### src/shared/gec_defs.svh
// gesture engine configuration: register map, fields, reset values, timing
// assumes a 10 MHz core clock and i2c register access
`ifndef GEC_DEFS_SVH
`define GEC_DEFS_SVH

// ----------------------------------------
// register offsets
// ----------------------------------------
`define GEC_OFS_SOUTH    8'hA5
`define GEC_PULSE_SETUP  8'hA6
`define GEC_OFS_WEST     8'hA7
`define GEC_OFS_EAST     8'hA9
`define GEC_PAIR_SEL     8'hAA
`define GEC_CONTROL      8'hAB
`define GEC_QUEUE_LEVEL  8'hAE
`define GEC_FIFO_NORTH   8'hFC
`define GEC_FIFO_SOUTH   8'hFD
`define GEC_FIFO_WEST    8'hFE
`define GEC_FIFO_EAST    8'hFF

// ----------------------------------------
// fields and reset values
// ----------------------------------------
`define GEC_OFS_SIGN_BIT 7
`define GEC_CTL_UNMASK   1
`define GEC_CTL_RUN      0
`define GEC_RST_BYTE     8'h00
`define GEC_FIFO_DEPTH   8'h20
`define GEC_DEV_ADDR     7'h39

// ----------------------------------------
// timing
// ----------------------------------------
`define GEC_CLK_MHZ      10
`define GEC_PLEN_US      4
`define GEC_PLEN_CYC     (`GEC_PLEN_US * `GEC_CLK_MHZ)

`endif

### src/shared/gec_pkg.sv
// gesture engine configuration types
// assumes gec_defs.svh supplies the numbers
package gec_pkg;
   typedef struct packed {
      logic [7:0] north;
      logic [7:0] south;
      logic [7:0] west;
      logic [7:0] east;
   } gec_dataset_t;

   typedef enum logic [2:0] {
      GEC_IDLE,
      GEC_ADDR,
      GEC_PTR,
      GEC_WR,
      GEC_RD
   } gec_i2c_st_t;
endpackage

### src/hw/gec_top.sv
// gesture engine configuration, fifo and led pulse logic behind an i2c slave
// assumes scl/sda come from pins; samples and engine events share ref_clk
`include "gec_defs.svh"
`timescale 1ns/1ps
`default_nettype none
module gec_top (
   input  wire logic                 ref_clk,
   input  wire logic                 rst_n,
   input  wire logic                 scl_in,
   input  wire logic                 sda_in,
   output logic                      sda_out,
   output logic                      sda_oe,
   input  wire logic                 sample_valid,
   input  wire gec_pkg::gec_dataset_t sample_data,
   input  wire logic                 cycle_start,
   input  wire logic                 entry_threshold,
   input  wire logic                 exit_threshold,
   input  wire logic                 conv_busy,
   output logic                      led_current_sink,
   output logic [2:0][7:0]           crosstalk_corr,
   output logic [1:0]                pair_enable,
   output logic                      double_rate,
   output logic                      gesture_run_flag,
   output logic                      gesture_irq_unmask,
   output logic                      queue_overflow_flag,
   output logic [7:0]                datasets_available
);
   // ----------------------------------------
   // pin synchronisers and bus events
   // ----------------------------------------
   logic [2:0] scl_s_q;
   logic [2:0] sda_s_q;
   always_ff @(posedge ref_clk) begin
      if (!rst_n) begin
         scl_s_q <= 3'h7;
         sda_s_q <= 3'h7;
      end else begin
         scl_s_q <= {scl_s_q[1:0], scl_in};
         sda_s_q <= {sda_s_q[1:0], sda_in};
      end
   end
   logic scl_rise, scl_fall, bus_start, bus_stop, sda_b;
   assign sda_b     = sda_s_q[1];
   assign scl_rise  = scl_s_q[1] & ~scl_s_q[2];
   assign scl_fall  = ~scl_s_q[1] & scl_s_q[2];
   assign bus_start = scl_s_q[1] & scl_s_q[2] & ~sda_s_q[1] & sda_s_q[2];
   assign bus_stop  = scl_s_q[1] & scl_s_q[2] & sda_s_q[1] & ~sda_s_q[2];

   // ----------------------------------------
   // register and fifo state
   // ----------------------------------------
   logic [2:0][7:0]        offs_q;
   logic [7:0]             pulse_q;
   logic [1:0]             dims_q;
   logic                   unmask_q, run_q, exit_pend_q, ovf_q;
   logic [7:0]             level_q;
   logic [4:0]             wr_ptr_q, rd_ptr_q;
   gec_pkg::gec_dataset_t  fifo_q [32];
   gec_pkg::gec_i2c_st_t   st_q;
   logic [3:0]             cnt_q;
   logic [7:0]             sh_q, tx_q, ptr_q;
   logic                   ack_q, rw_q;
   logic                   reg_wr, rd_load, pop, push, full;
   logic [7:0]             rd_byte;

   assign full = (level_q == `GEC_FIFO_DEPTH);
   assign push = sample_valid & run_q;
   assign reg_wr = scl_fall & (st_q == gec_pkg::GEC_WR) & ~ack_q & (cnt_q == 4'h8);
   assign rd_load = scl_fall & ((st_q == gec_pkg::GEC_RD) & (cnt_q == 4'hA) |
                    (st_q == gec_pkg::GEC_ADDR) & ack_q & rw_q);
   assign pop = rd_load & (ptr_q == `GEC_FIFO_EAST) & (level_q != 8'h00);

   // read mux; zero past the last dataset
   always_comb begin
      rd_byte = 8'h00;
      if (ptr_q == `GEC_OFS_SOUTH) begin
         rd_byte = offs_q[0];
      end else if (ptr_q == `GEC_PULSE_SETUP) begin
         rd_byte = pulse_q;
      end else if (ptr_q == `GEC_OFS_WEST) begin
         rd_byte = offs_q[1];
      end else if (ptr_q == `GEC_OFS_EAST) begin
         rd_byte = offs_q[2];
      end else if (ptr_q == `GEC_PAIR_SEL) begin
         rd_byte = {6'h00, dims_q};
      end else if (ptr_q == `GEC_CONTROL) begin
         rd_byte = {6'h00, unmask_q, run_q};
      end else if (ptr_q == `GEC_QUEUE_LEVEL) begin
         rd_byte = level_q;
      end else if (level_q == 8'h00) begin
         rd_byte = 8'h00;
      end else if (ptr_q == `GEC_FIFO_NORTH) begin
         rd_byte = fifo_q[rd_ptr_q].north;
      end else if (ptr_q == `GEC_FIFO_SOUTH) begin
         rd_byte = fifo_q[rd_ptr_q].south;
      end else if (ptr_q == `GEC_FIFO_WEST) begin
         rd_byte = fifo_q[rd_ptr_q].west;
      end else if (ptr_q == `GEC_FIFO_EAST) begin
         rd_byte = fifo_q[rd_ptr_q].east;
      end
   end

   // ----------------------------------------
   // i2c slave
   // ----------------------------------------
   // page reads wrap inside the fifo window so a burst drains many datasets
   function automatic logic [7:0] next_ptr(input logic [7:0] p);
      next_ptr = (p == `GEC_FIFO_EAST) ? `GEC_FIFO_NORTH : p + 8'h01;
   endfunction

   always_ff @(posedge ref_clk) begin
      if (!rst_n) begin
         st_q   <= gec_pkg::GEC_IDLE;
         cnt_q  <= 4'h0;
         sh_q   <= 8'h00;
         tx_q   <= 8'h00;
         ptr_q  <= 8'h00;
         ack_q  <= 1'b0;
         rw_q   <= 1'b0;
         sda_oe <= 1'b0;
      end else if (bus_start) begin
         st_q   <= gec_pkg::GEC_ADDR;
         cnt_q  <= 4'h0;
         ack_q  <= 1'b0;
         sda_oe <= 1'b0;
      end else if (bus_stop) begin
         st_q   <= gec_pkg::GEC_IDLE;
         sda_oe <= 1'b0;
      end else if (scl_rise) begin
         if (st_q == gec_pkg::GEC_RD) begin
            if (cnt_q == 4'h9) begin
               cnt_q <= 4'hA;
               if (sda_b) begin
                  st_q <= gec_pkg::GEC_IDLE;
               end
            end
         end else if (st_q != gec_pkg::GEC_IDLE && !ack_q) begin
            sh_q  <= {sh_q[6:0], sda_b};
            cnt_q <= cnt_q + 4'h1;
         end
      end else if (scl_fall) begin
         if (rd_load) begin
            st_q   <= gec_pkg::GEC_RD;
            ack_q  <= 1'b0;
            tx_q   <= rd_byte;
            sda_oe <= ~rd_byte[7];
            cnt_q  <= 4'h1;
            ptr_q  <= next_ptr(ptr_q);
         end else if (st_q == gec_pkg::GEC_RD) begin
            if (cnt_q < 4'h8) begin
               sda_oe <= ~tx_q[3'(4'h7 - cnt_q)];
               cnt_q  <= cnt_q + 4'h1;
            end else if (cnt_q == 4'h8) begin
               sda_oe <= 1'b0;
               cnt_q  <= 4'h9;
            end
         end else if (ack_q) begin
            ack_q  <= 1'b0;
            sda_oe <= 1'b0;
            cnt_q  <= 4'h0;
            if (st_q == gec_pkg::GEC_ADDR) begin
               st_q <= gec_pkg::GEC_PTR;
            end
         end else if (cnt_q == 4'h8) begin
            if (st_q == gec_pkg::GEC_ADDR) begin
               if (sh_q[7:1] == `GEC_DEV_ADDR) begin
                  ack_q  <= 1'b1;
                  sda_oe <= 1'b1;
                  rw_q   <= sh_q[0];
               end else begin
                  st_q <= gec_pkg::GEC_IDLE;
               end
            end else if (st_q == gec_pkg::GEC_PTR) begin
               ptr_q  <= sh_q;
               st_q   <= gec_pkg::GEC_WR;
               ack_q  <= 1'b1;
               sda_oe <= 1'b1;
            end else begin
               ptr_q  <= next_ptr(ptr_q);
               ack_q  <= 1'b1;
               sda_oe <= 1'b1;
            end
         end
      end
   end
   assign sda_out = 1'b0;

   // ----------------------------------------
   // configuration registers
   // ----------------------------------------
   always_ff @(posedge ref_clk) begin
      if (!rst_n) begin
         offs_q   <= {3{`GEC_RST_BYTE}};
         pulse_q  <= `GEC_RST_BYTE;
         dims_q   <= 2'h0;
         unmask_q <= 1'b0;
      end else if (reg_wr) begin
         if (ptr_q == `GEC_OFS_SOUTH) begin
            offs_q[0] <= sh_q;
         end else if (ptr_q == `GEC_PULSE_SETUP) begin
            pulse_q <= sh_q;
         end else if (ptr_q == `GEC_OFS_WEST) begin
            offs_q[1] <= sh_q;
         end else if (ptr_q == `GEC_OFS_EAST) begin
            offs_q[2] <= sh_q;
         end else if (ptr_q == `GEC_PAIR_SEL) begin
            dims_q <= sh_q[1:0]; // reserved bits dropped
         end else if (ptr_q == `GEC_CONTROL) begin
            unmask_q <= sh_q[`GEC_CTL_UNMASK];
         end
      end
   end

   // sign-magnitude to two's complement correction per channel
   genvar gi;
   generate
      for (gi = 0; gi < 3; gi++) begin : g_corr
         always_ff @(posedge ref_clk) begin
            if (!rst_n) begin
               crosstalk_corr[gi] <= 8'h00;
            end else if (offs_q[gi][`GEC_OFS_SIGN_BIT]) begin
               crosstalk_corr[gi] <= 8'h00 - {1'b0, offs_q[gi][6:0]};
            end else begin
               crosstalk_corr[gi] <= {1'b0, offs_q[gi][6:0]};
            end
         end
      end
   endgenerate

   always_ff @(posedge ref_clk) begin
      if (!rst_n) begin
         pair_enable        <= 2'h3;
         double_rate        <= 1'b0;
         gesture_irq_unmask <= 1'b0;
      end else begin
         pair_enable        <= {dims_q != 2'h2, dims_q != 2'h1}; // {ns, we}
         double_rate        <= (dims_q == 2'h1) | (dims_q == 2'h2);
         gesture_irq_unmask <= unmask_q;
      end
   end

   // ----------------------------------------
   // gesture mode
   // ----------------------------------------
   logic ctl_wr;
   assign ctl_wr = reg_wr & (ptr_q == `GEC_CONTROL);
   always_ff @(posedge ref_clk) begin
      if (!rst_n) begin
         run_q       <= 1'b0;
         exit_pend_q <= 1'b0;
      end else if ((ctl_wr && sh_q[`GEC_CTL_RUN]) || entry_threshold) begin
         run_q       <= 1'b1;
         exit_pend_q <= 1'b0;
      end else if (exit_pend_q && !conv_busy) begin
         run_q       <= 1'b0;
         exit_pend_q <= 1'b0;
      end else if ((ctl_wr || exit_threshold) && run_q) begin
         exit_pend_q <= 1'b1;
      end
   end
   always_ff @(posedge ref_clk) begin
      if (!rst_n) begin
         gesture_run_flag <= 1'b0;
      end else begin
         gesture_run_flag <= run_q;
      end
   end

   // ----------------------------------------
   // dataset queue
   // ----------------------------------------
   always_ff @(posedge ref_clk) begin
      if (!rst_n) begin
         wr_ptr_q <= 5'h00;
         rd_ptr_q <= 5'h00;
         level_q  <= 8'h00;
         ovf_q    <= 1'b0;
      end else begin
         if (push && !full) begin
            fifo_q[wr_ptr_q] <= sample_data;
            wr_ptr_q         <= wr_ptr_q + 5'h01;
         end
         if (pop) begin
            rd_ptr_q <= rd_ptr_q + 5'h01;
         end
         if (push && !full && !pop) begin
            level_q <= level_q + 8'h01;
         end else if (pop && !(push && !full)) begin
            level_q <= level_q - 8'h01;
         end
         // full with a new arrival: drop it, keep the stored data
         if (push && full) begin
            ovf_q <= 1'b1;
         end else if (pop && level_q == 8'h01) begin
            ovf_q <= 1'b0;
         end
      end
   end
   always_ff @(posedge ref_clk) begin
      if (!rst_n) begin
         queue_overflow_flag <= 1'b0;
         datasets_available  <= 8'h00;
      end else begin
         queue_overflow_flag <= ovf_q;
         datasets_available  <= level_q;
      end
   end

   // ----------------------------------------
   // led pulse train
   // ----------------------------------------
   logic [6:0] pulses_left_q;
   logic [8:0] width_cnt_q;
   logic [8:0] width;
   assign width = 9'(`GEC_PLEN_CYC) << pulse_q[7:6];
   always_ff @(posedge ref_clk) begin
      if (!rst_n) begin
         pulses_left_q    <= 7'h00;
         width_cnt_q      <= 9'h000;
         led_current_sink <= 1'b0;
      end else if (pulses_left_q == 7'h00) begin
         led_current_sink <= 1'b0;
         if (cycle_start && run_q) begin
            pulses_left_q <= {1'b0, pulse_q[5:0]} + 7'h01;
            // preloaded so the first pulse opens on the next edge
            width_cnt_q   <= width - 9'h001;
         end
      end else if (width_cnt_q == width - 9'h001) begin
         width_cnt_q      <= 9'h000;
         led_current_sink <= ~led_current_sink;
         if (led_current_sink) begin
            pulses_left_q <= pulses_left_q - 7'h01;
         end
      end else begin
         // high and low phases both last the full width
         width_cnt_q <= width_cnt_q + 9'h001;
      end
   end

   // ----------------------------------------
   // checks
   // ----------------------------------------
   logic [8:0] hi_cnt_q;
   logic [6:0] n_pulse_q;
   always_ff @(posedge ref_clk) begin
      if (!rst_n || !led_current_sink) begin
         hi_cnt_q <= 9'h000;
      end else begin
         hi_cnt_q <= hi_cnt_q + 9'h001;
      end
      if (!rst_n || (cycle_start && pulses_left_q == 7'h00)) begin
         n_pulse_q <= 7'h00;
      end else if (led_current_sink && hi_cnt_q == 9'h000) begin
         n_pulse_q <= n_pulse_q + 7'h01;
      end
   end

   property p_width;
      @(posedge ref_clk) disable iff (!rst_n)
      $fell(led_current_sink) |-> $past(hi_cnt_q) == width - 9'h001;
   endproperty
   a_width: assert property (p_width) else $error("led width wrong");
   property p_count;
      @(posedge ref_clk) disable iff (!rst_n)
      $fell(pulses_left_q != 7'h00) |-> n_pulse_q == {1'b0, pulse_q[5:0]} + 7'h01;
   endproperty
   a_count: assert property (p_count) else $error("pulse count wrong");
   property p_sign;
      @(posedge ref_clk) disable iff (!rst_n)
      ##1 $past(offs_q[2][7]) && $past(offs_q[2][6:0]) != 7'h00 |-> crosstalk_corr[2][7];
   endproperty
   a_sign: assert property (p_sign) else $error("sign lost");
   property p_enter;
      @(posedge ref_clk) disable iff (!rst_n)
      ctl_wr && sh_q[0] |=> run_q ##1 gesture_run_flag;
   endproperty
   a_enter: assert property (p_enter) else $error("no entry");
   property p_hold;
      @(posedge ref_clk) disable iff (!rst_n)
      run_q && exit_pend_q && conv_busy && !entry_threshold |=> run_q;
   endproperty
   a_hold: assert property (p_hold) else $error("early exit");
   property p_ovf;
      @(posedge ref_clk) disable iff (!rst_n)
      push && full && !pop |=> ovf_q && level_q == `GEC_FIFO_DEPTH;
   endproperty
   a_ovf: assert property (p_ovf) else $error("overflow wrong");
   property p_pop;
      @(posedge ref_clk) disable iff (!rst_n)
      pop && !push |=> level_q == $past(level_q) - 8'h01 && rd_ptr_q == $past(rd_ptr_q) + 5'h01;
   endproperty
   a_pop: assert property (p_pop) else $error("pop mismatch");
   property p_zero;
      @(posedge ref_clk) disable iff (!rst_n)
      rd_load && level_q == 8'h00 && ptr_q[7:2] == 6'h3F |=> tx_q == 8'h00;
   endproperty
   a_zero: assert property (p_zero) else $error("empty read nonzero");
   property p_unmask;
      @(posedge ref_clk) disable iff (!rst_n)
      ctl_wr |=> ##1 gesture_irq_unmask == $past(sh_q[1], 2);
   endproperty
   a_unmask: assert property (p_unmask) else $error("unmask wrong");
   c_ovf: cover property (@(posedge ref_clk) disable iff (!rst_n) push && full);
   c_pop: cover property (@(posedge ref_clk) disable iff (!rst_n) pop);
   c_burst: cover property (@(posedge ref_clk) disable iff (!rst_n) $fell(pulses_left_q != 7'h00));
endmodule
`default_nettype wire

### config.mk
export PLATFORM = sky130hd
export DESIGN_NAME = gec_top
export DESIGN_NICKNAME = d
export VERILOG_FILES = /design/src/shared/gec_pkg.sv /design/src/hw/gec_top.sv
export VERILOG_INCLUDE_DIRS = /design/src /design/src/shared
export SDC_FILE = /design/constraint.sdc
export NUM_CORES = 1
export LEC_CHECK = 0
export ABC_AREA = 1
export BUFFER_PORTS_ARGS = -buffer_cell sky130_fd_sc_hd__buf_2
export CORE_ASPECT_RATIO = 1.5
export CORE_MARGIN = 2
export CORE_UTILIZATION = 40
export DETAILED_ROUTE_END_ITERATION = 6
export SYNTH_ARGS = -nofsm -noshare
export SYNTH_HDL_FRONTEND = slang
export SYNTH_SLANG_ARGS = --single-unit
### constraint.sdc
create_clock -name ref_clk -period 5.2 [get_ports ref_clk]
set_clock_uncertainty 0.2 [all_clocks]
set_input_delay 0.78 -clock ref_clk [delete_from_list [all_inputs] [get_ports ref_clk]]
set_output_delay 0.78 -clock ref_clk [all_outputs]
set_load 0.01 [all_outputs]
==> summary.txt <==
Die
  • Initial Utilization: 0.403
  • Die X: 289 µm
  • Row cnt: 156
  • Die height: 431 µm
  • I/O Pins: 82
  • Core region area: 121000 µm²
  • DIE AREA: 125000 µm²

Placement
  • DP HPWL: 80.5 mm
  • Cells after DPL: 5737
  • RePlAce Congestion: 0.916
  • Port Buffers: 80

Timing
  • Worst-Margin Slew: 1.11 ns
  • Minimum clock period: 3.92 ns
  • Final setup fails: 0
  • Relative slew slack: 0.260
  • Slew Viols, Final: 0
  • Unrepaired setup endpoints after global routing: false
  • Setup TNS: 0 ns
  • Hold Vio Cnt, Final: 0
  • Max Freq: 255 MHz
  • Tcrit/Tclk final: 0.753

Route
  • Vias: 33300
  • Initial drt markers: 3241
  • Routed Antenna Nets: 0
  • # DRC: 0
  • DR pass1 iterations: 5
  • WL final: 143 mm
  • Per-cell routed wire length: 24.1 µm
  • Vias per cell: 5.61

GRT
  • Total GRT Usage: 0.227
  • Global-route wire length before repair: 210 mm
  • Largest net degree at the start of global routing: 177
  • Antenna violations before repair: 10
  • GRT overflow: 0
  • Vias in the first global route: 32100

Finish
  • Final net count: 4343
  • P&R area growth vs syn: 12.2%
  • Share of cells above drive strength 1: 0.0922
  • Commonest non-fill, non-tap cell in the layout: edfxtp_1
  • Layout Cells excl Fill: 5941
  • Commonest cells after routing, fill and taps aside: edfxtp_1 (1024), nand2_1 (1009), nand3_1 (646), a21oi_1 (252), o21ai_0 (194)

Min path
  • Hold Crit Class: input pin to flip-flop

CTS
  • CTS sink count: 1180
  • Setup bufs post-CTS: 0
  • Post-CTS resize count: 0
  • Clk Latency, worst-skew pair: 0.76 ns
  • Root buffer selected by CTS: clkbuf_16
  • Clk pin slew, worst setup/hold paths: 0.06 ns
  • CTS H-tree depth: 3
  • CTS Buf Count: 108
  • Hold_buf cts: 0
  • CTS tree: done
  • Clock Tree Buf Depth: 3

Logic synthesis
  • Post-synthesis cell count: 4234
  • Most used DFF post-synth: edfxtp_1
  • Synthesized netlist net count: 4310
  • FFs w/ async S/R, synth: 0
  • Post-synth cell types: 54
  • Synth Cell Area: 48700 µm²
  • Avg Inst Size Synth: 11.5 µm²
  • Post-synth EDFFs: 1024
  • Yosys warns: 0
  • #FFs+latches synth: 1180
  • Sequential area share after synthesis: 0.696

Power
  • P_leak: 19.0 nW
  • PwrDens: 347 nW/µm²
  • Worst vdd ir: 0.000259 V

Critical path
  • Req. time, crit path: 5.41 ns
  • Crit Path Category: flip-flop to flip-flop
  • WP data arrival: 4.13 ns
  • Crit-path cells: inv_1 > ha_1 > inv_1 > nor2_1 > nand4_1 > inv_1 > nor2_1 > inv_1 > nor2_1 > nand2_1 > nor2_4 > buf_4
  • CP max stage delay: 0.91 ns
  • Critical path peak fanout: 15
  • CP max stage cell: nor2_4
  • CP endpoint kind: flip-flop
  • Setup crit start kind: flip-flop
  • Most used cell along the critical path: inv_1

Job
  • Max-cap check violation count: 0

Status
  • Outcome: completed
path summary, 6_finish.rpt:
path / slack [ns] / to / start / cells past startpoint
min reg2reg: 0.22 / scl_s_q[1]$_SDFF_PN1_ / scl_s_q[0]$_SDFF_PN1_ / 1
max reg2reg: 1.28 / fifo_q[28][9]$_DFFE_PP_ / level_q[0]$_SDFFE_PN0P_ / 12
min: 0.06 / sda_s_q[0]$_SDFF_PN1_ / sda_in / 2
max: 1.28 / fifo_q[28][9]$_DFFE_PP_ / level_q[0]$_SDFFE_PN0P_ / 12
registers in the layout (all words and copies together) (netlist names), 9 cells and up, named ones only:
name,count
width_cnt_q,9
offs_q,24
crosstalk_corr,24
fifo_q,1024
per-layer routing:
metal / vias up / part of all wire / GRT usage
met2: 1369 / 0.50 / 0.392
met4: 14 / 0.050 / 0.116
li1: 15200 / - / -
met5: - / 0.00062 / 0
met1: 16400 / 0.37 / 0.273
met3: 345 / 0.072 / 0.0370
critical path, delay by kind of cell (launching register included):
kind / cells / cell delay (ns)
simple gates: 6 / 1.98
buf+inv: 5 / 0.77
flops: 1 / 0.42
fa+ha+maj: 1 / 0.22
kinds of logic after synthesis:
kind of cell / synth area share
DFF: 0.696
adders and majority gates: 0.00900
xor gates and xnor gates: 0.00414
and+or+nand+nor: 0.170
AOI/OAI and AO/OA: 0.0784
other: 0.0000771
buffers and inverters: 0.0426
power breakdown:
part           internal [mW]  switching, mW  total (mW)
sequential              10.3         0.0357        10.4
combinational          0.112          0.360       0.472
clock                   4.50           3.60        8.10
synthesized netlist by cell type (all sizes together) (6+ instances only):
library cell,instances,area share
nor3,54,0.0065
xor2,16,0.0029
a211oi,9,0.0014
nand3,646,0.066
a221o,29,0.0060
nand2,1012,0.078
xnor2,7,0.0013
nor2,187,0.015
a31oi,11,0.0014
inv,185,0.014
o21ai,196,0.020
clkbuf,63,0.0049
buf,183,0.023
edfxtp,1024,0.63
a21oi,252,0.026
clkinv,6,0.00046
ha,35,0.0090
a221oi,25,0.0045
o31ai,12,0.0019
o22ai,9,0.0012
o221ai,31,0.0056
o211ai,23,0.0037
a32o,16,0.0033
or2,6,0.00077
nand4,8,0.0010
dfxtp,156,0.064
metrics by stage:
stage	hold WS [ns]	total power [mW]	instance area [µm²]	setup WS, ns	util
2_1_floorplan	0.193	10.8	48700	1.11	-
3_3_place_gp	0.204	11.0	51000	1.23	0.423
3_5_place_dp	0.202	11.0	51000	1.26	0.423
4_1_cts	0.0209	19.0	54600	1.31	0.453
5_1_grt	0.0518	19.4	54600	1.11	0.453
6_report	0.0617	18.9	54600	1.28	0.453
cell type report:
cell class              instances  area (µm²)
diodes                          3        7.51
clock buffers                 129        2780
clock inverters                72         798
fillers                     11000       66000
inverters                     191         747
multi-input cells            2617       13000
flip-flops and latches       1180       33900
well taps                    1580        1980
repair buffers                169        1430
(Power assumes the default switching activity.)
